### src/inc/cbpt_defs.svh
// Constants for the cardbus/PCI target decoder.
`ifndef CBPT_DEFS_SVH
`define CBPT_DEFS_SVH
// ----------------------------------------------------------------------
// Bus commands
// ----------------------------------------------------------------------
`define CBPT_CMD_IO_RD    4'h2
`define CBPT_CMD_IO_WR    4'h3
`define CBPT_CMD_MEM_RD   4'h6
`define CBPT_CMD_MEM_WR   4'h7
`define CBPT_CMD_CFG_RD   4'ha
`define CBPT_CMD_CFG_WR   4'hb
// ----------------------------------------------------------------------
// Configuration space layout
// ----------------------------------------------------------------------
`define CBPT_CIS_PTR_IDX  6'h0a
`define CBPT_CIS_PTR_VAL  32'h0000_0048
`define CBPT_CFG_IMPL_TOP 6'h13
// Field positions of the byte-lane select.
`define CBPT_LANE_HI      4
`define CBPT_LANE_LO      3
// Decode latency from the first FRAME# low sample to DEVSEL#, in clocks.
`define CBPT_DEVSEL_DLY   2'h2
`endif

### src/inc/cbpt_pkg.sv
// Types shared by the cardbus/PCI target decoder.
package cbpt_pkg;
  // --------------------------------------------------------------------
  // Regions a claimed access can land in
  // --------------------------------------------------------------------
  typedef enum logic [2:0] {
    CBPT_RG_CFG, CBPT_RG_UART_IO, CBPT_RG_UART_MEM,
    CBPT_RG_LCL_IO, CBPT_RG_LCL_MEM, CBPT_RG_STAT
  } cbpt_region_type;

  // Internal register access request.
  typedef struct packed {
    logic            rd;
    logic            wr;
    cbpt_region_type region;
    logic [7:0]      addr;
    logic [3:0]      be;
    logic [31:0]     wdata;
  } cbpt_req_type;
endpackage : cbpt_pkg

### src/cbpt_target.sv
// Cardbus/PCI target decoder routing bus cycles to internal regions.
// Function
// Cardbus mode default; EEPROM may select PCI.
// CARD_INFORMATION_STRUCTURE pointer lives at config dword 0A.
// Cardbus claims type 0 function 0 configs.
// PCI mode also requires IDSEL.
// Claimed configs get DEVSEL; others ignored.
// IO cycles claimed only on BAR hit.
// Function regions byte only; local wider.
// IO byte regions check AD[1:0] against BE.
// Memory decoded like IO with memory BARs.
// Memory byte regions use one dword each.
// Memory byte lane must match lane select.
// All other commands are ignored.
// Every claim ends disconnect with data. Retried claims end with STOP and no TRDY.
// Retry while EEPROM load runs.
// DEVSEL two clocks after FRAME low.
// Fast back-to-back frames accepted.
// Any byte enables for config-type regions.
// Disabled lanes left unchanged on write.
// Parity generated and checked always. Address parity is checked only with serr_en_i set.
// Address parity error raises SERR, completes.
// No prefetch or buffering of reads.
// Local registers written by driver or EEPROM.
// Unimplemented configs discard write, read zero.
// One internal strobe per claimed data phase.
`include "cbpt_defs.svh"

module cbpt_target #(
  parameter int IO_BAR_BITS  = 5,
  parameter int MEM_BAR_BITS = 12
) (
  input  wire logic               clk_i,
  input  wire logic               rstn_i,
  input  wire logic               eeprom_busy_i,
  input  wire logic               eeprom_pci_mode_i,
  input  wire logic [1:0]         byte_lane_select_i,
  input  wire logic [31:0]        bar_uart_io_i,
  input  wire logic [31:0]        bar_uart_mem_i,
  input  wire logic [31:0]        bar_lcl_io_i,
  input  wire logic [31:0]        bar_lcl_mem_i,
  input  wire logic [31:0]        bar_stat_mem_i,
  input  wire logic               io_en_i,
  input  wire logic               mem_en_i,
  input  wire logic               serr_en_i,
  input  wire logic [31:0]        rdata_i,
  input  wire logic [31:0]        ad_i,
  input  wire logic [3:0]         cbe_n_i,
  input  wire logic               par_i,
  input  wire logic               frame_n_i,
  input  wire logic               irdy_n_i,
  input  wire logic               idsel_i,
  output logic [31:0]             ad_o,
  output logic                    ad_oe_o,
  output logic                    par_o,
  output logic                    par_oe_o,
  output logic                    devsel_n_o,
  output logic                    trdy_n_o,
  output logic                    stop_n_o,
  output logic                    ctl_oe_o,
  output logic                    perr_n_o,
  output logic                    perr_oe_o,
  output logic                    serr_n_o,
  output logic                    serr_oe_o,
  output logic                    pci_mode_o,
  output cbpt_pkg::cbpt_req_type  req_o
);

  // --------------------------------------------------------------------
  // Pin synchronisers
  // --------------------------------------------------------------------
  // Two flops on every bus and EEPROM pin before any logic looks at it.
  logic [31:0] ad_s1_reg, ad_reg;
  logic [3:0]  cbe_s1_reg, cbe_reg;
  logic [4:0]  ctl_s1_reg, ctl_reg;
  logic [1:0]  ee_s1_reg, ee_reg;
  always_ff @(posedge clk_i or negedge rstn_i) begin
    if (!rstn_i) begin
      ad_s1_reg  <= 32'h0000_0000;
      ad_reg     <= 32'h0000_0000;
      cbe_s1_reg <= 4'hf;
      cbe_reg    <= 4'hf;
      ctl_s1_reg <= 5'h07;
      ctl_reg    <= 5'h07;
      ee_s1_reg  <= 2'h1;
      ee_reg     <= 2'h1;
    end else begin
      ad_s1_reg  <= ad_i;
      ad_reg     <= ad_s1_reg;
      cbe_s1_reg <= cbe_n_i;
      cbe_reg    <= cbe_s1_reg;
      ctl_s1_reg <= {idsel_i, par_i, irdy_n_i, frame_n_i, 1'b1};
      ctl_reg    <= ctl_s1_reg;
      ee_s1_reg  <= {eeprom_pci_mode_i, eeprom_busy_i};
      ee_reg     <= ee_s1_reg;
    end
  end

  logic frame_n, irdy_n, par_in, idsel;
  assign frame_n = ctl_reg[1];
  assign irdy_n  = ctl_reg[2];
  assign par_in  = ctl_reg[3];
  assign idsel   = ctl_reg[4];

  // --------------------------------------------------------------------
  // Mode selection
  // --------------------------------------------------------------------
  // Cardbus after reset; the EEPROM can switch to PCI only while it is
  // still loading, which is before any configuration access is served.
  logic pci_mode_reg;
  always_ff @(posedge clk_i or negedge rstn_i) begin
    if (!rstn_i) begin
      pci_mode_reg <= 1'b0;
    end else if (ee_reg[0]) begin
      pci_mode_reg <= ee_reg[1];
    end
  end

  // --------------------------------------------------------------------
  // Decode functions
  // --------------------------------------------------------------------
  // Base compare used for all BARs.
  function automatic logic bar_hit(input logic [31:0] bar,
                                   input logic [31:0] adr,
                                   input int          bits);
    logic [31:0] msk;
    msk = 32'hffff_ffff << bits;
    bar_hit = ((bar & msk) == (adr & msk));
  endfunction : bar_hit

  // Byte lane one-hot from a two-bit lane number, active low enables.
  function automatic logic [3:0] lane_be(input logic [1:0] lane);
    lane_be = ~(4'h1 << lane);
  endfunction : lane_be

  // --------------------------------------------------------------------
  // Transaction state machine
  // --------------------------------------------------------------------
  typedef enum {ST_IDLE, ST_DECODE, ST_DATA, ST_TURN} cbpt_st_type;
  cbpt_st_type st_reg;
  logic        claim, frame_d_reg, retry_reg, sel_ok_reg;
  logic [31:0] adr_reg;
  logic [3:0]  cmd_reg;
  cbpt_pkg::cbpt_region_type rg_reg, rg_next;
  logic        addr_phase;
  logic        hit_next, cfg_cmd, io_cmd, mem_cmd;

  // Address phase: FRAME# newly low; also after a turnaround-free end.
  assign addr_phase = !frame_n && (frame_d_reg || st_reg == ST_TURN);
  assign cfg_cmd = (cbe_reg == `CBPT_CMD_CFG_RD) ||
                   (cbe_reg == `CBPT_CMD_CFG_WR);
  assign io_cmd  = io_en_i && ((cbe_reg == `CBPT_CMD_IO_RD) ||
                   (cbe_reg == `CBPT_CMD_IO_WR));
  assign mem_cmd = mem_en_i && ((cbe_reg == `CBPT_CMD_MEM_RD) ||
                   (cbe_reg == `CBPT_CMD_MEM_WR));

  // Region decode; unlisted commands never hit.
  always_comb begin
    hit_next = 1'b0;
    rg_next  = cbpt_pkg::CBPT_RG_CFG;
    if (cfg_cmd && ad_reg[1:0] == 2'b00 && ad_reg[10:8] == 3'h0 &&
        (!pci_mode_reg || idsel)) begin
      hit_next = 1'b1;
    end else if (io_cmd && bar_hit(bar_uart_io_i, ad_reg, 3)) begin
      hit_next = 1'b1;
      rg_next  = cbpt_pkg::CBPT_RG_UART_IO;
    end else if (io_cmd && bar_hit(bar_lcl_io_i, ad_reg, IO_BAR_BITS)) begin
      hit_next = 1'b1;
      rg_next  = cbpt_pkg::CBPT_RG_LCL_IO;
    end else if (mem_cmd && bar_hit(bar_uart_mem_i, ad_reg, 5)) begin
      hit_next = 1'b1;
      rg_next  = cbpt_pkg::CBPT_RG_UART_MEM;
    end else if (mem_cmd &&
                 bar_hit(bar_lcl_mem_i, ad_reg, MEM_BAR_BITS)) begin
      hit_next = 1'b1;
      rg_next  = cbpt_pkg::CBPT_RG_LCL_MEM;
    end else if (mem_cmd &&
                 bar_hit(bar_stat_mem_i, ad_reg, MEM_BAR_BITS)) begin
      hit_next = 1'b1;
      rg_next  = cbpt_pkg::CBPT_RG_STAT;
    end
  end

  assign claim = addr_phase && hit_next;

  // Sequence: decode clock, then DEVSEL with STOP, plus TRDY unless retrying.
  always_ff @(posedge clk_i or negedge rstn_i) begin
    if (!rstn_i) begin
      st_reg      <= ST_IDLE;
      frame_d_reg <= 1'b1;
      adr_reg     <= 32'h0000_0000;
      cmd_reg     <= 4'h0;
      rg_reg      <= cbpt_pkg::CBPT_RG_CFG;
      retry_reg   <= 1'b0;
    end else begin
      frame_d_reg <= frame_n;
      case (st_reg)
        ST_IDLE, ST_TURN: begin
          if (claim) begin
            st_reg    <= ST_DECODE;
            adr_reg   <= ad_reg;
            cmd_reg   <= cbe_reg;
            rg_reg    <= rg_next;
            retry_reg <= ee_reg[0];
          end else begin
            st_reg <= ST_IDLE;
          end
        end
        ST_DECODE: begin
          st_reg <= ST_DATA;
        end
        ST_DATA: begin
          if (!irdy_n || retry_reg) begin
            st_reg <= ST_TURN;
          end
        end
        default: begin
          st_reg <= ST_IDLE;
        end
      endcase
    end
  end

  // --------------------------------------------------------------------
  // Byte lane qualification and internal strobe
  // --------------------------------------------------------------------
  logic is_wr, lane_ok, cfg_impl;
  assign is_wr = cmd_reg[0];
  assign cfg_impl = (adr_reg[7:2] <= `CBPT_CFG_IMPL_TOP);
  always_comb begin
    lane_ok = 1'b1;
    if (rg_reg == cbpt_pkg::CBPT_RG_UART_IO) begin
      lane_ok = (cbe_reg == lane_be(adr_reg[1:0]));
    end else if (rg_reg == cbpt_pkg::CBPT_RG_UART_MEM) begin
      lane_ok = (cbe_reg == lane_be(byte_lane_select_i));
    end else if (rg_reg == cbpt_pkg::CBPT_RG_CFG) begin
      lane_ok = cfg_impl;
    end
  end

  // Strobe only in the completing data clock, never ahead of it.
  logic xfer;
  assign xfer = (st_reg == ST_DATA) && !irdy_n && !retry_reg;
  always_ff @(posedge clk_i or negedge rstn_i) begin
    if (!rstn_i) begin
      req_o <= '0;
    end else begin
      req_o.rd     <= xfer && !is_wr && lane_ok;
      req_o.wr     <= xfer && is_wr && lane_ok;
      req_o.region <= rg_reg;
      // Byte regions in memory take one dword per register.
      req_o.addr   <= (rg_reg == cbpt_pkg::CBPT_RG_UART_MEM) ?
                      {3'h0, adr_reg[6:2]} : adr_reg[7:0];
      req_o.be     <= ~cbe_reg;
      req_o.wdata  <= ad_reg;
    end
  end

  // --------------------------------------------------------------------
  // Bus outputs and parity
  // --------------------------------------------------------------------
  logic [31:0] rd_val;
  always_comb begin
    rd_val = rdata_i;
    if (rg_reg == cbpt_pkg::CBPT_RG_CFG) begin
      if (!cfg_impl) begin
        rd_val = 32'h0000_0000;
      end else if (adr_reg[7:2] == `CBPT_CIS_PTR_IDX) begin
        rd_val = pci_mode_reg ? 32'h0000_0000 : `CBPT_CIS_PTR_VAL;
      end
    end
  end

  logic drive_rd;
  assign drive_rd = (st_reg == ST_DATA) && !is_wr;
  always_ff @(posedge clk_i or negedge rstn_i) begin
    if (!rstn_i) begin
      devsel_n_o <= 1'b1;
      trdy_n_o   <= 1'b1;
      stop_n_o   <= 1'b1;
      ctl_oe_o   <= 1'b0;
      ad_o       <= 32'h0000_0000;
      ad_oe_o    <= 1'b0;
      pci_mode_o <= 1'b0;
    end else begin
      pci_mode_o <= pci_mode_reg;
      devsel_n_o <= !(st_reg == ST_DECODE ||
                      (st_reg == ST_DATA && irdy_n && !retry_reg));
      trdy_n_o   <= !(st_reg == ST_DECODE && !retry_reg);
      stop_n_o   <= !(st_reg == ST_DECODE ||
                      (st_reg == ST_DATA && irdy_n));
      ctl_oe_o   <= (st_reg == ST_DECODE) || (st_reg == ST_DATA);
      ad_o       <= rd_val;
      ad_oe_o    <= (st_reg == ST_DECODE) && !is_wr;
    end
  end

  // Parity on read data trails the data by one clock.
  always_ff @(posedge clk_i or negedge rstn_i) begin
    if (!rstn_i) begin
      par_o    <= 1'b0;
      par_oe_o <= 1'b0;
    end else begin
      par_o    <= ^{ad_o, cbe_reg};
      par_oe_o <= ad_oe_o;
    end
  end

  // Address parity arrives one clock after the address phase.
  logic addr_chk_reg, data_chk_reg;
  logic [35:0] chk_reg;
  always_ff @(posedge clk_i or negedge rstn_i) begin
    if (!rstn_i) begin
      addr_chk_reg <= 1'b0;
      data_chk_reg <= 1'b0;
      chk_reg      <= 36'h0_0000_0000;
      serr_n_o     <= 1'b1;
      serr_oe_o    <= 1'b0;
      perr_n_o     <= 1'b1;
      perr_oe_o    <= 1'b0;
    end else begin
      addr_chk_reg <= addr_phase;
      data_chk_reg <= xfer && is_wr;
      chk_reg      <= {ad_reg, cbe_reg};
      serr_n_o     <= !(addr_chk_reg && serr_en_i &&
                        ((^chk_reg) != par_in));
      serr_oe_o    <= addr_chk_reg && serr_en_i &&
                      ((^chk_reg) != par_in);
      perr_n_o     <= !(data_chk_reg && ((^chk_reg) != par_in));
      perr_oe_o    <= data_chk_reg;
    end
  end
endmodule : cbpt_target

### config.mk
export PLATFORM = sky130hd
export DESIGN_NAME = cbpt_target
export DESIGN_NICKNAME = d
export VERILOG_FILES = /design/src/inc/cbpt_pkg.sv /design/src/cbpt_target.sv
export VERILOG_INCLUDE_DIRS = /design/src /design/src/inc
export SDC_FILE = /design/constraint.sdc
export NUM_CORES = 1
export LEC_CHECK = 0
export BUFFER_PORTS_ARGS = -buffer_cell sky130_fd_sc_hd__clkbuf_2
export CAP_MARGIN = 10
export CORE_ASPECT_RATIO = 0.6
export CORE_UTILIZATION = 35
export CTS_CLUSTER_DIAMETER = 40
export DETAILED_ROUTE_END_ITERATION = 8
export PLACE_DENSITY = 0.67
export SLEW_MARGIN = 20
export SYNTH_ARGS = -nofsm -noshare
export SYNTH_HDL_FRONTEND = slang
export SYNTH_SLANG_ARGS = --single-unit
### constraint.sdc
create_clock -name clk_i -period 2.4 [get_ports clk_i]
set_input_delay 0.36 -clock clk_i [delete_from_list [all_inputs] [get_ports clk_i]]
set_output_delay 0.36 -clock clk_i [all_outputs]
set_load 0.05 [all_outputs]
Word level (Yosys, flattened, before mapping):

Cells that the tools add are included.

* reductions and logical operators: 52
* eq/ne operators: 24
* bitwise gates (word level): 3
* shifts and indexed selects: 2
* mux-type cells: 23
* order comparisons: 1

Operator list (number)
* 2-to-1 mux 32 bit: 4
* == test 32 x 2 -> 1 bit, second input constant: 3
* case mux 32 bit (3 select lines): 1
* parity 36 bit: 2
* == test 32 x 3 -> 1 bit, second input constant: 2
* == test 27 bit: 2
* == test 20 bit: 2
* == test 32 x 1 -> 1 bit, second input constant: 1
* zero test 32 bit: 1
* == test 29 bit: 1
* logical AND 1 bit: 25
* 2-to-1 mux 3 bit: 6
* inverter 4 bit: 3
* zero test 1 bit: 10
* 2-to-1 mux 1 bit: 10
* logical OR 1 bit: 9
* == test 4 x 2 -> 1 bit, second input constant: 2
* == test 4 x 3 -> 1 bit, second input constant: 2
* == test 4 bit: 2
* == test 4 bit, second input constant: 2
* 2-to-1 mux 8 bit: 1
* left shift 1 x 2 -> 4 bit, first input constant: 2
* 2-to-1 mux 7 bit: 1
* == test 6 x 4 -> 1 bit, second input constant: 1
* 9 further kinds: 10

* register bits: 262
* input port bits: 241
* output and inout bits: 93

Depth between registers and ports, before layout:

Gate-level depths: netlist of run 1.

* depth after elaboration: 13
* depth in mapped cells: 9
* depth with buffers taken out: 9

Worst setup path before layout of run 1:

No wires, ideal clock.

* path kind: register -> register
* start: reg cbe_reg[0]
* end: reg adr_reg[0]
* period minus slack after synthesis: 2.457 ns
* stages on the path, launching flop included: 9
* arrival: 2.332 ns
* required time: 2.275 ns
* path buffers: 1
* setup slack: -0.057 ns
* path through: dfstp_2 > inv_1 > ha_1 > o211ai_1 > nor4_2 > or2_2 > o31ai_2 > buf_6 > mux2_4

* longest elaborated chain between the ends: 12
* elaborated cells between the ends (all ways): 27
* classes of those cells: eq/ne (6); mux (6); reduce/logical (15)

Ends and longest elaborated chain
* start: declaration: RTL line cbpt_target.sv:74 `logic [3:0] cbe_s1_reg, cbe_reg;`
* start signal: assignment: RTL line cbpt_target.sv:91 `cbe_reg <= cbe_s1_reg;`
* == test 4 x 3 -> 1 bit (no source line)
* logical OR 1 bit: RTL line cbpt_target.sv:154 `` assign mem_cmd = mem_en_i && ((cbe_reg == `CBPT_CMD_MEM_RD) || ``
* logical AND 1 bit: RTL line cbpt_target.sv:154
* logical AND 1 bit: RTL line cbpt_target.sv:177 `end else if (mem_cmd &&`
* 2-to-1 mux 1 bit: RTL line cbpt_target.sv:177
* 2-to-1 mux 1 bit: RTL line cbpt_target.sv:173 `end else if (mem_cmd &&`
* 2-to-1 mux 1 bit: RTL line cbpt_target.sv:170 `end else if (mem_cmd && bar_hit(bar_uart_mem_i, ad_reg, 5)) begin`
* 2-to-1 mux 1 bit: RTL line cbpt_target.sv:167 `end else if (io_cmd && bar_hit(bar_lcl_io_i, ad_reg, IO_BAR_BITS)) begin`
* 2-to-1 mux 1 bit: RTL line cbpt_target.sv:164 `end else if (io_cmd && bar_hit(bar_uart_io_i, ad_reg, 3)) begin`
* 2-to-1 mux 1 bit *: RTL line cbpt_target.sv:161 `if (cfg_cmd && ad_reg[1:0] == 2'b00 && ad_reg[10:8] == 3'h0 &&`
* logical AND 1 bit *: RTL line cbpt_target.sv:184 `assign claim = addr_phase && hit_next;`
* AND reduction 2 bit (no source line) *
* end signal: assignment: RTL line cbpt_target.sv:201 `adr_reg <= ad_reg;`
* end: declaration: RTL line cbpt_target.sv:142 `logic [31:0] adr_reg;`

Every way passes the cells marked *; elsewhere a longest branch is shown, timed or not.
A chain may end at the register's enable or synchronous reset.

Worst setup path in the final report of run 1:

* start: reg ad_reg[23]
* end: reg adr_reg[7]

* longest elaborated chain between the ends: 10
* elaborated cells between the ends (all ways): 18
* classes of those cells: eq/ne (5); mux (6); reduce/logical (7)

Ends and longest elaborated chain
* start: declaration: RTL line cbpt_target.sv:73 `logic [31:0] ad_s1_reg, ad_reg;`
* start signal: assignment: RTL line cbpt_target.sv:89 `ad_reg <= ad_s1_reg;`
* == test 20 bit: RTL line cbpt_target.sv:128 `bar_hit = ((bar & msk) == (adr & msk));`
* logical AND 1 bit: RTL line cbpt_target.sv:177
* 2-to-1 mux 1 bit: RTL line cbpt_target.sv:177
* 2-to-1 mux 1 bit: RTL line cbpt_target.sv:173
* 2-to-1 mux 1 bit: RTL line cbpt_target.sv:170
* 2-to-1 mux 1 bit: RTL line cbpt_target.sv:167
* 2-to-1 mux 1 bit *: RTL line cbpt_target.sv:164
* 2-to-1 mux 1 bit *: RTL line cbpt_target.sv:161
* logical AND 1 bit *: RTL line cbpt_target.sv:184
* AND reduction 2 bit (no source line) *

Marks and branches as above.

==> results.cfg, run 1 <==
[outcome]
status = complete, but fails checks
violations = setup timing

[global_routing]
antenna_found_initial = 1
busiest_layer = met1
grt_max_degree = 63
grt_util_met3_pct = 6.02
gr-usage-met1_pct = 31.1
grt_pass1_wl_mm = 35.3
met2_usage_pct = 26.7
overflow = 0
grt.total_usage_pct = 20.1
grt_pass1_vias = 6007

[detailed_routing]
wl_per_cell_um = 17.9
vias_per_cell = 4.36
drt-initial-drc-count = 244
drtAntennaViolNets = 0
drc = 0
firstDrtPassIters = 4
wirelength_mm = 23.9
vias = 5828

[place]
postPlaceCellArea_sq_um = 10500
port_buffers = 296
gp_congestion = 0.969
hpwl_mm = 19.0
dp_slack_ns = -0.401
dpl.cell_count = 1267

[clocking]
clockBufferDepth = 2
cts_tree = built
clk_latency_ns = 0.44
cts_made_buffers = 17
ctsHtreeMaxLevel = 4
cts_root_buf = clkbuf_16
clkTransAtPathRegs_ns = 0.07
clock-sinks = 200

[critical_path]
required_ns = 2.72
crit_fanout = 12
crit_type = register to register
end_kind = register
start_kind = register
crit_arrival_ns = 2.75

[sta]
clock_skew_ns = 0.0135
setup_ws_ns = -0.0314
finalHoldViolCount = 0
worst_pin_slew_ns = 0.491
report.final.slew_viol_count = 0
finalWorstPathRequiredPeriod_ns = 2.43
slew_headroom_pct = 67.1
rsz0062_at_grt = true
finalSetupViolCount = 11
fin_crit_sh_pct = 101
max_freq_mhz = 411

[layout]
fin_util_pct = 49.6
synthToLayoutAreaGrowth_pct = 38.2
largest_reg_flops = 36
diodes = 0
final_cells = 1337
layout_common_cells = clkbuf_2 (295), dfrtp_1 (171), xnor2_1 (131), buf_4 (71), xor2_1 (60)
drive_gt1_share_pct = 45.3
nets = 1258
fin_area_sq_um = 11600
final_common_cell = clkbuf_2

[synth]
synth_seq_area_share_pct = 60.1
yosysTopAreaCell = dfrtp_1
synthDistinctLibCells = 40
synthDominantCellAreaShare_pct = 53.9
syn_avg_cell_area_sq_um = 13.1
async_flop_share_pct = 100
syn_area_sq_um = 8360
yosysWarnings = 0
synthCells = 638
synth_edf_count = 0
synth_area_leaders = dfrtp_1 (54%), xnor2_1 (14%), dfstp_2 (6.3%)
synth_top_flop_cell = dfrtp_1
syn_nets = 887
synth_seq_cells = 200

[run]
drv_cap = 0

[pwr]
report.power.total_mw = 8.52
cellPowerDensity_nw_per_um2 = 737
peakVddDrop_mv = 0.483
power.leakage_nw = 5.49

[die]
io_pins = 334
rows = 43
core_sq_um = 23300
die_w_um = 202
die_y_um = 122
dieArea_sq_um = 24500
initial_utilization_pct = 35.9

[min_path]
hp-class = input port to register
-- logic make-up after synthesis --
| kind of cell | after synthesis | synth area share (%) |
|---|---|---|
| simple gates | 127 | 8.93 |
| fa+ha+maj | 8 | 1.20 |
| xor+xnor | 192 | 20.1 |
| compound gates | 28 | 2.17 |
| mux | 16 | 2.56 |
| buf+inv | 67 | 4.89 |
| flops | 200 | 60.1 |
-- worst max-delay path, stage by stage (launching register included) --
cell and delay (ns):
dfrtp_1 0.49, xor2_1 0.20, nor4_1 0.29, nand4_1 0.23, nor4_2 0.36, or2_4 0.20, o31ai_4 0.06, buf_12 0.16
mux2_1 0.31
-- metrics by stage --
step	TNS [ns]	hold WS [ns]
2_1_floorplan	0	0.0644
3_3_place_gp	-3.31	0.332
3_5_place_dp	-4.27	0.335
4_1_cts	0	0.00128
5_1_grt	-1.30	0.0113
6_report	-0.167	0.0376
-- routing by layer --
layer / part of all wire (%) / vias up / wire, um
met2: 41 / 194 / 9690
met4: 1.1 / 2 / 253
met1: 51 / 2822 / 12100
met5: 0.054 / - / 13
li1: - / 2790 / -
met3: 7.7 / 20 / 1830
-- worst paths after layout --
check	from	end	slack [ns]	cells past startpoint
max in group asynchronous	rstn_i	ad_reg[24]	1.21	3
worst min-delay path	eeprom_pci_mode_i	ee_s1_reg[1]	0.04	1
min in group asynchronous	rstn_i	ad_s1_reg[13]	0.47	2
worst max-delay path	ad_reg[23]	adr_reg[7]	-0.03	8
worst max register to register	ad_reg[23]	adr_reg[7]	-0.03	8
worst min register to register	ad_s1_reg[27]	ad_reg[27]	0.35	0
-- cells in the mapped netlist (3+ instances only) --
cell type,n
nand3_1,3
a21oi_1,8
ha_1,8
mux2_4,9
xor2_1,60
nor4_1,18
nor4b_1,3
nor3_1,10
nor3b_1,4
clkbuf_1,3
buf_4,34
nor2b_1,5
inv_1,11
nor2_1,11
nand2_1,14
mux2_2,5
o21a_1,3
a31oi_1,3
dfstp_2,20
and2_1,30
dfrtp_1,180
o21ai_0,5
xnor2_1,132
nand4_1,21
buf_2,18
-- power breakdown --
part / switching, mW / total, mW / internal, mW
sequential: 0.179 / 3.81 / 3.63
combinational: 1.14 / 1.90 / 0.757
clock: 1.35 / 2.81 / 1.46
-- area by class of cell --
cell class                      count  area (sq um)
Fill cell                        2098         11700
Sequential cell                   200          5040
Multi-Input combinational cell    371          3020
Timing Repair Buffer              408          2490
Clock buffer                       18           429
Tap cell                          315           394
Clock inverter                     14           139
Inverter                           11          41.3
-- what timing repair did --
item                                    CTS  global route
buffers inserted                          2             1
endpoints found under the setup margin   12            11
gates resized for setup                  17             7
endpoints found under the hold margin    81             0
hold buffers                             35             0
pin swaps                                 6             4
No activity file was read; power rests on OpenSTA's default activity.
==> inputs of run 2 (changes only) <==
--- a/config.mk
+++ b/config.mk
@@ -11,8 +11,10 @@
 export CORE_ASPECT_RATIO = 0.6
 export CORE_UTILIZATION = 35
 export CTS_CLUSTER_DIAMETER = 40
+export CTS_CLUSTER_SIZE = 10
 export DETAILED_ROUTE_END_ITERATION = 8
-export PLACE_DENSITY = 0.67
+export PLACE_DENSITY = 0.6
+export SETUP_SLACK_MARGIN = 0.2
 export SLEW_MARGIN = 20
 export SYNTH_ARGS = -nofsm -noshare
 export SYNTH_HDL_FRONTEND = slang
==> run 2 against run 1 <==
Net effect:
- the flow still finishes with violations (setup timing)
- utilization shrank 1.1 points
- critical path depth is the same
- routed wire length shrank 1.6%
==> results.cfg, run 2 (synthesized netlist as in run 1, its figures left out) <==
[pwr]
p_int_mw = 5.82
power.leakage_nw = 5.35
report.power.total_mw = 8.58
p_clk_share_pct = 32.7
switching_share_pct = 32.1
p_seq_share_pct = 44.5
power_switching_mw = 2.76
p_comb_share_pct = 22.8
peakVddDrop_mv = 0.436
cellPowerDensity_nw_per_um2 = 759

[detailed_routing]
drtAntennaViolNets = 0
firstDrtPassIters = 4
wirelength_mm = 23.5
wl_met1_mm = 12.6
vias = 5686
wl_met2_mm = 9.56
wl_per_cell_um = 18.1
highest_layer = met4
route.met3.wl_mm = 1.09
drc = 0
drt-initial-drc-count = 242
vias_per_cell = 4.38

[sta]
report.final.slew_viol_count = 0
max_freq_mhz = 416
finalSetupViolCount = 9
slew_headroom_pct = 65.9
finalHoldViolCount = 0
rsz0062_at_grt = true
clock_skew_ns = 0.00702
fin_tns_setup_ns = -0.0250
worst_pin_slew_ns = 0.511
setup_ws_ns = -0.00497
fin_crit_sh_pct = 100
finalWorstPathRequiredPeriod_ns = 2.40
hold_slack_ns = 0.0242

[outcome]
violations = setup timing
status = complete, but fails checks

[critical_path]
r2r_slack_ns = -0.005
required_ns = 2.72
ff2ff_path_depth = 8
r2r-start = ad_reg[13]
crit_fanout = 12
r2r-end = adr_reg[2]
start_kind = register
end_kind = register
crit_type = register to register
crit_arrival_ns = 2.73

[layout]
nets = 1218
synthToLayoutAreaGrowth_pct = 35.2
num-fill-cells = 2111
largest_reg_flops = 36
final_common_cell = clkbuf_2
drive_gt1_share_pct = 46.7
seqCellArea_sq_um = 5050
diodes = 0
layout_common_cells = clkbuf_2 (295), dfrtp_1 (166), xnor2_1 (128), xor2_1 (59), buf_4 (48)
multi_input_area_sq_um = 3090

[global_routing]
grt_max_degree = 58
grt_pass1_wl_mm = 35.2
grt_pass1_vias = 5819
overflow = 0
grt.total_usage_pct = 19.9
antenna_found_initial = 0

[min_path]
hold_end = ad_s1_reg[17]
hold_depth = 1
hp-class = input port to register
worstHoldStart = ad_i[17]

[die]
core_sq_um = 23300
dieArea_sq_um = 24500
rows = 43
die_w_um = 202
die_y_um = 122
io_pins = 334
initial_utilization_pct = 35.9

[place]
hpwl_mm = 18.7
gp_congestion = 0.889
port_buffers = 296

[run]
drv_cap = 0

[clocking]
ctsHtreeMaxLevel = 4
clkTransAtPathRegs_ns = 0.07
cts_root_buf = clkbuf_16
cts_made_buffers = 17
clockBufferDepth = 2
clk_latency_ns = 0.44
clock-sinks = 200
cts_tree = built
==> run 2: cell count changes in the layout (fill, tap and decap cells not counted), sizes merged <==
cell,change
bufinv,-1
inv,+3
clkinv,+1
dlygate4sd3,-20
buf,-20
clkinvlp,-3
==> run 2: area by class of cell <==
type | count | area share [%]
inverter | 11 | 0.365
clock buffer | 18 | 3.88
tap | 315 | 3.49
timing repair buffer | 368 | 19.1
clock inverter | 14 | 1.17
sequential | 200 | 44.6
multi-input combinational | 371 | 27.3
==> run 2: per-stage QoR <==
stage / instances / instance area (sq um) / util [%] / worst slack, ns
3_5_place_dp: 1240 / 10300 / 44.3 / -0.387
2_1_floorplan: 638 / 8390 / - / 0.138
3_3_place_gp: 1240 / 10300 / 44.3 / -0.330
4_1_cts: 1290 / 11200 / 47.9 / -0.00588
6_report: 1297 / 11300 / 48.5 / -0.00497
5_1_grt: 1297 / 11300 / 48.5 / -0.102
==> run 2: power by group through the flow <==
stage	Combinational, mW	Sequential [mW]	Clock, mW
2_1_floorplan	0.865	4.17	0
3_3_place_gp	1.86	3.88	0
3_5_place_dp	1.86	3.88	0
4_1_cts	1.91	3.82	2.90
5_1_grt	2.10	3.85	3.04
6_report	1.95	3.82	2.81
==> run 2: critical path, stage by stage, from the launching register on <==
cell,delay (ns)
dfrtp_2,0.50
xor2_1,0.20
nor4_2,0.31
nand4_1,0.19
nor4_2,0.36
or2_4,0.20
o31ai_4,0.08
buf_12,0.16
mux2_4,0.29
==> run 2: timing repair <==
item,CTS,global route
endpoints found under the hold margin,58,1
buffers inserted,4,6
pin swaps,5,7
endpoints found under the setup margin,14,16
hold buffers,14,1
resized for setup,20,18
==> run 2: routing by layer <==
metal	vias to the layer above	global-route usage, %
li1	2712	-
met1	2815	31.8
met2	144	26.3
met3	15	4.57
met4	0	4.92
met5	-	0
==> run 2: how the worst max path moves through the flow <==
stage | to | depth (start not counted) | startpoint | slack, ns
after floorplan | adr_reg[0] | 9 | cbe_reg[0] | 0.14
after global placement | adr_reg[7] | 8 | cbe_reg[0] | -0.33
after detailed placement | cmd_reg[0] | 9 | cbe_reg[0] | -0.39
after CTS | adr_reg[1] | 9 | cbe_reg[0] | -0.006
after global routing | adr_reg[5] | 8 | ad_reg[13] | -0.10
final | adr_reg[2] | 8 | ad_reg[13] | -0.005
==> inputs of run 3 (changes only) <==
--- a/config.mk
+++ b/config.mk
@@ -15,7 +15,7 @@
 export DETAILED_ROUTE_END_ITERATION = 8
 export PLACE_DENSITY = 0.6
 export SETUP_SLACK_MARGIN = 0.2
-export SLEW_MARGIN = 20
+export SKIP_CTS_REPAIR_TIMING = 1
 export SYNTH_ARGS = -nofsm -noshare
 export SYNTH_HDL_FRONTEND = slang
 export SYNTH_SLANG_ARGS = --single-unit
==> run 3 against run 2 <==
Net effect:
- via count is essentially flat
- largest power group unchanged
- clock power is essentially flat
- global-route usage shrank 0.15 points
- register-to-register slack lost 0.04 ns
- combinational power is essentially flat
- clock skew grew 0.0016 ns
- die area is the same
- the run still ends with setup timing left
==> results.cfg, run 3 (synthesized netlist as in run 1, its figures left out) <==
[global_routing]
grt_pass1_vias = 5709
grt_pass1_wl_mm = 34.8
antenna_found_initial = 0
grt.total_usage_pct = 19.7
grt_max_degree = 58
overflow = 0

[layout]
final_common_cell = clkbuf_2
fin_util_pct = 48.4
synthToLayoutAreaGrowth_pct = 34.8
nets = 1219
layout_common_cells = clkbuf_2 (295), dfrtp_1 (169), xnor2_1 (129), xor2_1 (60), buf_4 (51)
largest_reg_flops = 36
drive_gt1_share_pct = 46.3
num-fill-cells = 2121
diodes = 0

[sta]
max_freq_mhz = 409
slew_headroom_pct = 66.3
finalSetupViolCount = 11
report.final.slew_viol_count = 0
fin_tns_setup_ns = -0.364
finalWorstPathRequiredPeriod_ns = 2.44
finalHoldViolCount = 0
worst_pin_slew_ns = 0.502
rsz0062_at_grt = true
setup_ws_ns = -0.0448
clock_skew_ns = 0.00859
fin_crit_sh_pct = 102

[place]
gp_congestion = 0.889
hpwl_mm = 18.7
port_buffers = 296

[critical_path]
r2r_slack_ns = -0.04
max_stage_delay_ns = 0.50
start_kind = register
crit_type = register to register
crit_arrival_ns = 2.77
crit_fanout = 12
crit_chain = xor2_1 -> nor4_2 -> nand4_1 -> nor4_2 -> or2_4 -> o31ai_4 -> buf_12 -> mux2_1
r2r-end = cmd_reg[0]
critPathLaunch = ad_reg[12]
end_kind = register
ff2ff_path_depth = 8
crit_path_frequent_cell = nor4_2
worstSetupEndpoint = cmd_reg[0]
required_ns = 2.72
cp_slowest_cell = dfrtp_2
r2r-start = ad_reg[12]

[pwr]
cellPowerDensity_nw_per_um2 = 759
power.leakage_nw = 5.33
peakVddDrop_mv = 0.431

[clocking]
cts_root_buf = clkbuf_16
cts_made_buffers = 17
cts_tree = built
clk_latency_ns = 0.44
ctsHtreeMaxLevel = 4
clock-sinks = 200
clockBufferDepth = 2
clkTransAtPathRegs_ns = 0.07

[die]
core_sq_um = 23300
rows = 43
die_y_um = 122
dieArea_sq_um = 24500
die_w_um = 202
initial_utilization_pct = 35.9
io_pins = 334

[detailed_routing]
wl_per_cell_um = 18.0
firstDrtPassIters = 4
drt-initial-drc-count = 258
vias = 5684
vias_per_cell = 4.38
drc = 0
wirelength_mm = 23.4
drtAntennaViolNets = 0

[outcome]
status = complete, but fails checks
violations = setup timing

[min_path]
hp-class = input port to register

[run]
drv_cap = 0
==> run 3: cell types whose count changed in the layout (fill, tap and decap cells not counted), sizes merged <==
cell  before  now
buf       57   58
==> run 3: per-stage QoR <==
stage               hold slack, ns  instance area, sq um  instances  total power, mW  setup slack [ns]
CTS                         -0.105                 10900       1272             8.59            -0.404
global route               0.00174                 11300       1298             8.98            -0.121
global placement             0.331                 10300       1240             5.74            -0.330
finish                      0.0237                 11300       1298             8.55           -0.0448
detailed placement           0.335                 10300       1240             5.75            -0.387
floorplan                   0.0644                  8390        638             5.03             0.138
==> run 3: report_power, final <==
| group | leakage [nW] | switching, mW | total (mW) | internal [mW] |
|---|---|---|---|---|
| sequential | 2.37 | 0.185 | 3.82 | 3.63 |
| combinational | 2.68 | 1.16 | 1.93 | 0.772 |
| clock | 0.288 | 1.40 | 2.81 | 1.41 |
| total | 5.33 | 2.74 | 8.55 | 5.82 |
==> run 3: area by class of cell <==
type                       count  area (sq um)  share of cell area (%)
clock buffer                  18           439                    3.90
tap                          315           394                    3.50
inverter                      11          41.3                   0.366
multi-input combinational    371          3060                    27.1
sequential                   200          5040                    44.8
clock inverter                14           133                    1.18
timing repair buffer         369          2160                    19.2
==> run 3: worst min-delay path by stage <==
stage / endpoint / start / slack (ns) / cells after the start
floorplan: ad_o[0] / rstn_i / 0.06 / 0
global route: ad_s1_reg[18] / ad_i[18] / 0.002 / 1
finish: ad_s1_reg[17] / ad_i[17] / 0.02 / 1
global placement: ad_reg[6] / ad_s1_reg[6] / 0.33 / 0
CTS: ad_o[9] / rstn_i / -0.11 / 1
detailed placement: ad_reg[13] / ad_s1_reg[13] / 0.33 / 0
==> run 3: worst max-delay path: cells and delay by family, from the launching register on <==
family | cells | cell delay, ns
compound gates | 1 | 0.08
xor+xnor | 1 | 0.19
buf+inv | 1 | 0.16
flops | 1 | 0.50
mux | 1 | 0.30
simple gates | 4 | 1.09
==> run 3: layer usage <==
layer / global-route usage [%] / share of wire, % / vias to the layer above / wire [um]
li1: - / - / 2714 / -
met1: 31.5 / 53 / 2796 / 12300
met2: 25.9 / 41 / 155 / 9510
met3: 4.79 / 5.7 / 19 / 1330
met4: 5.07 / 0.99 / 0 / 231
met5: 0 / 0 / - / 0
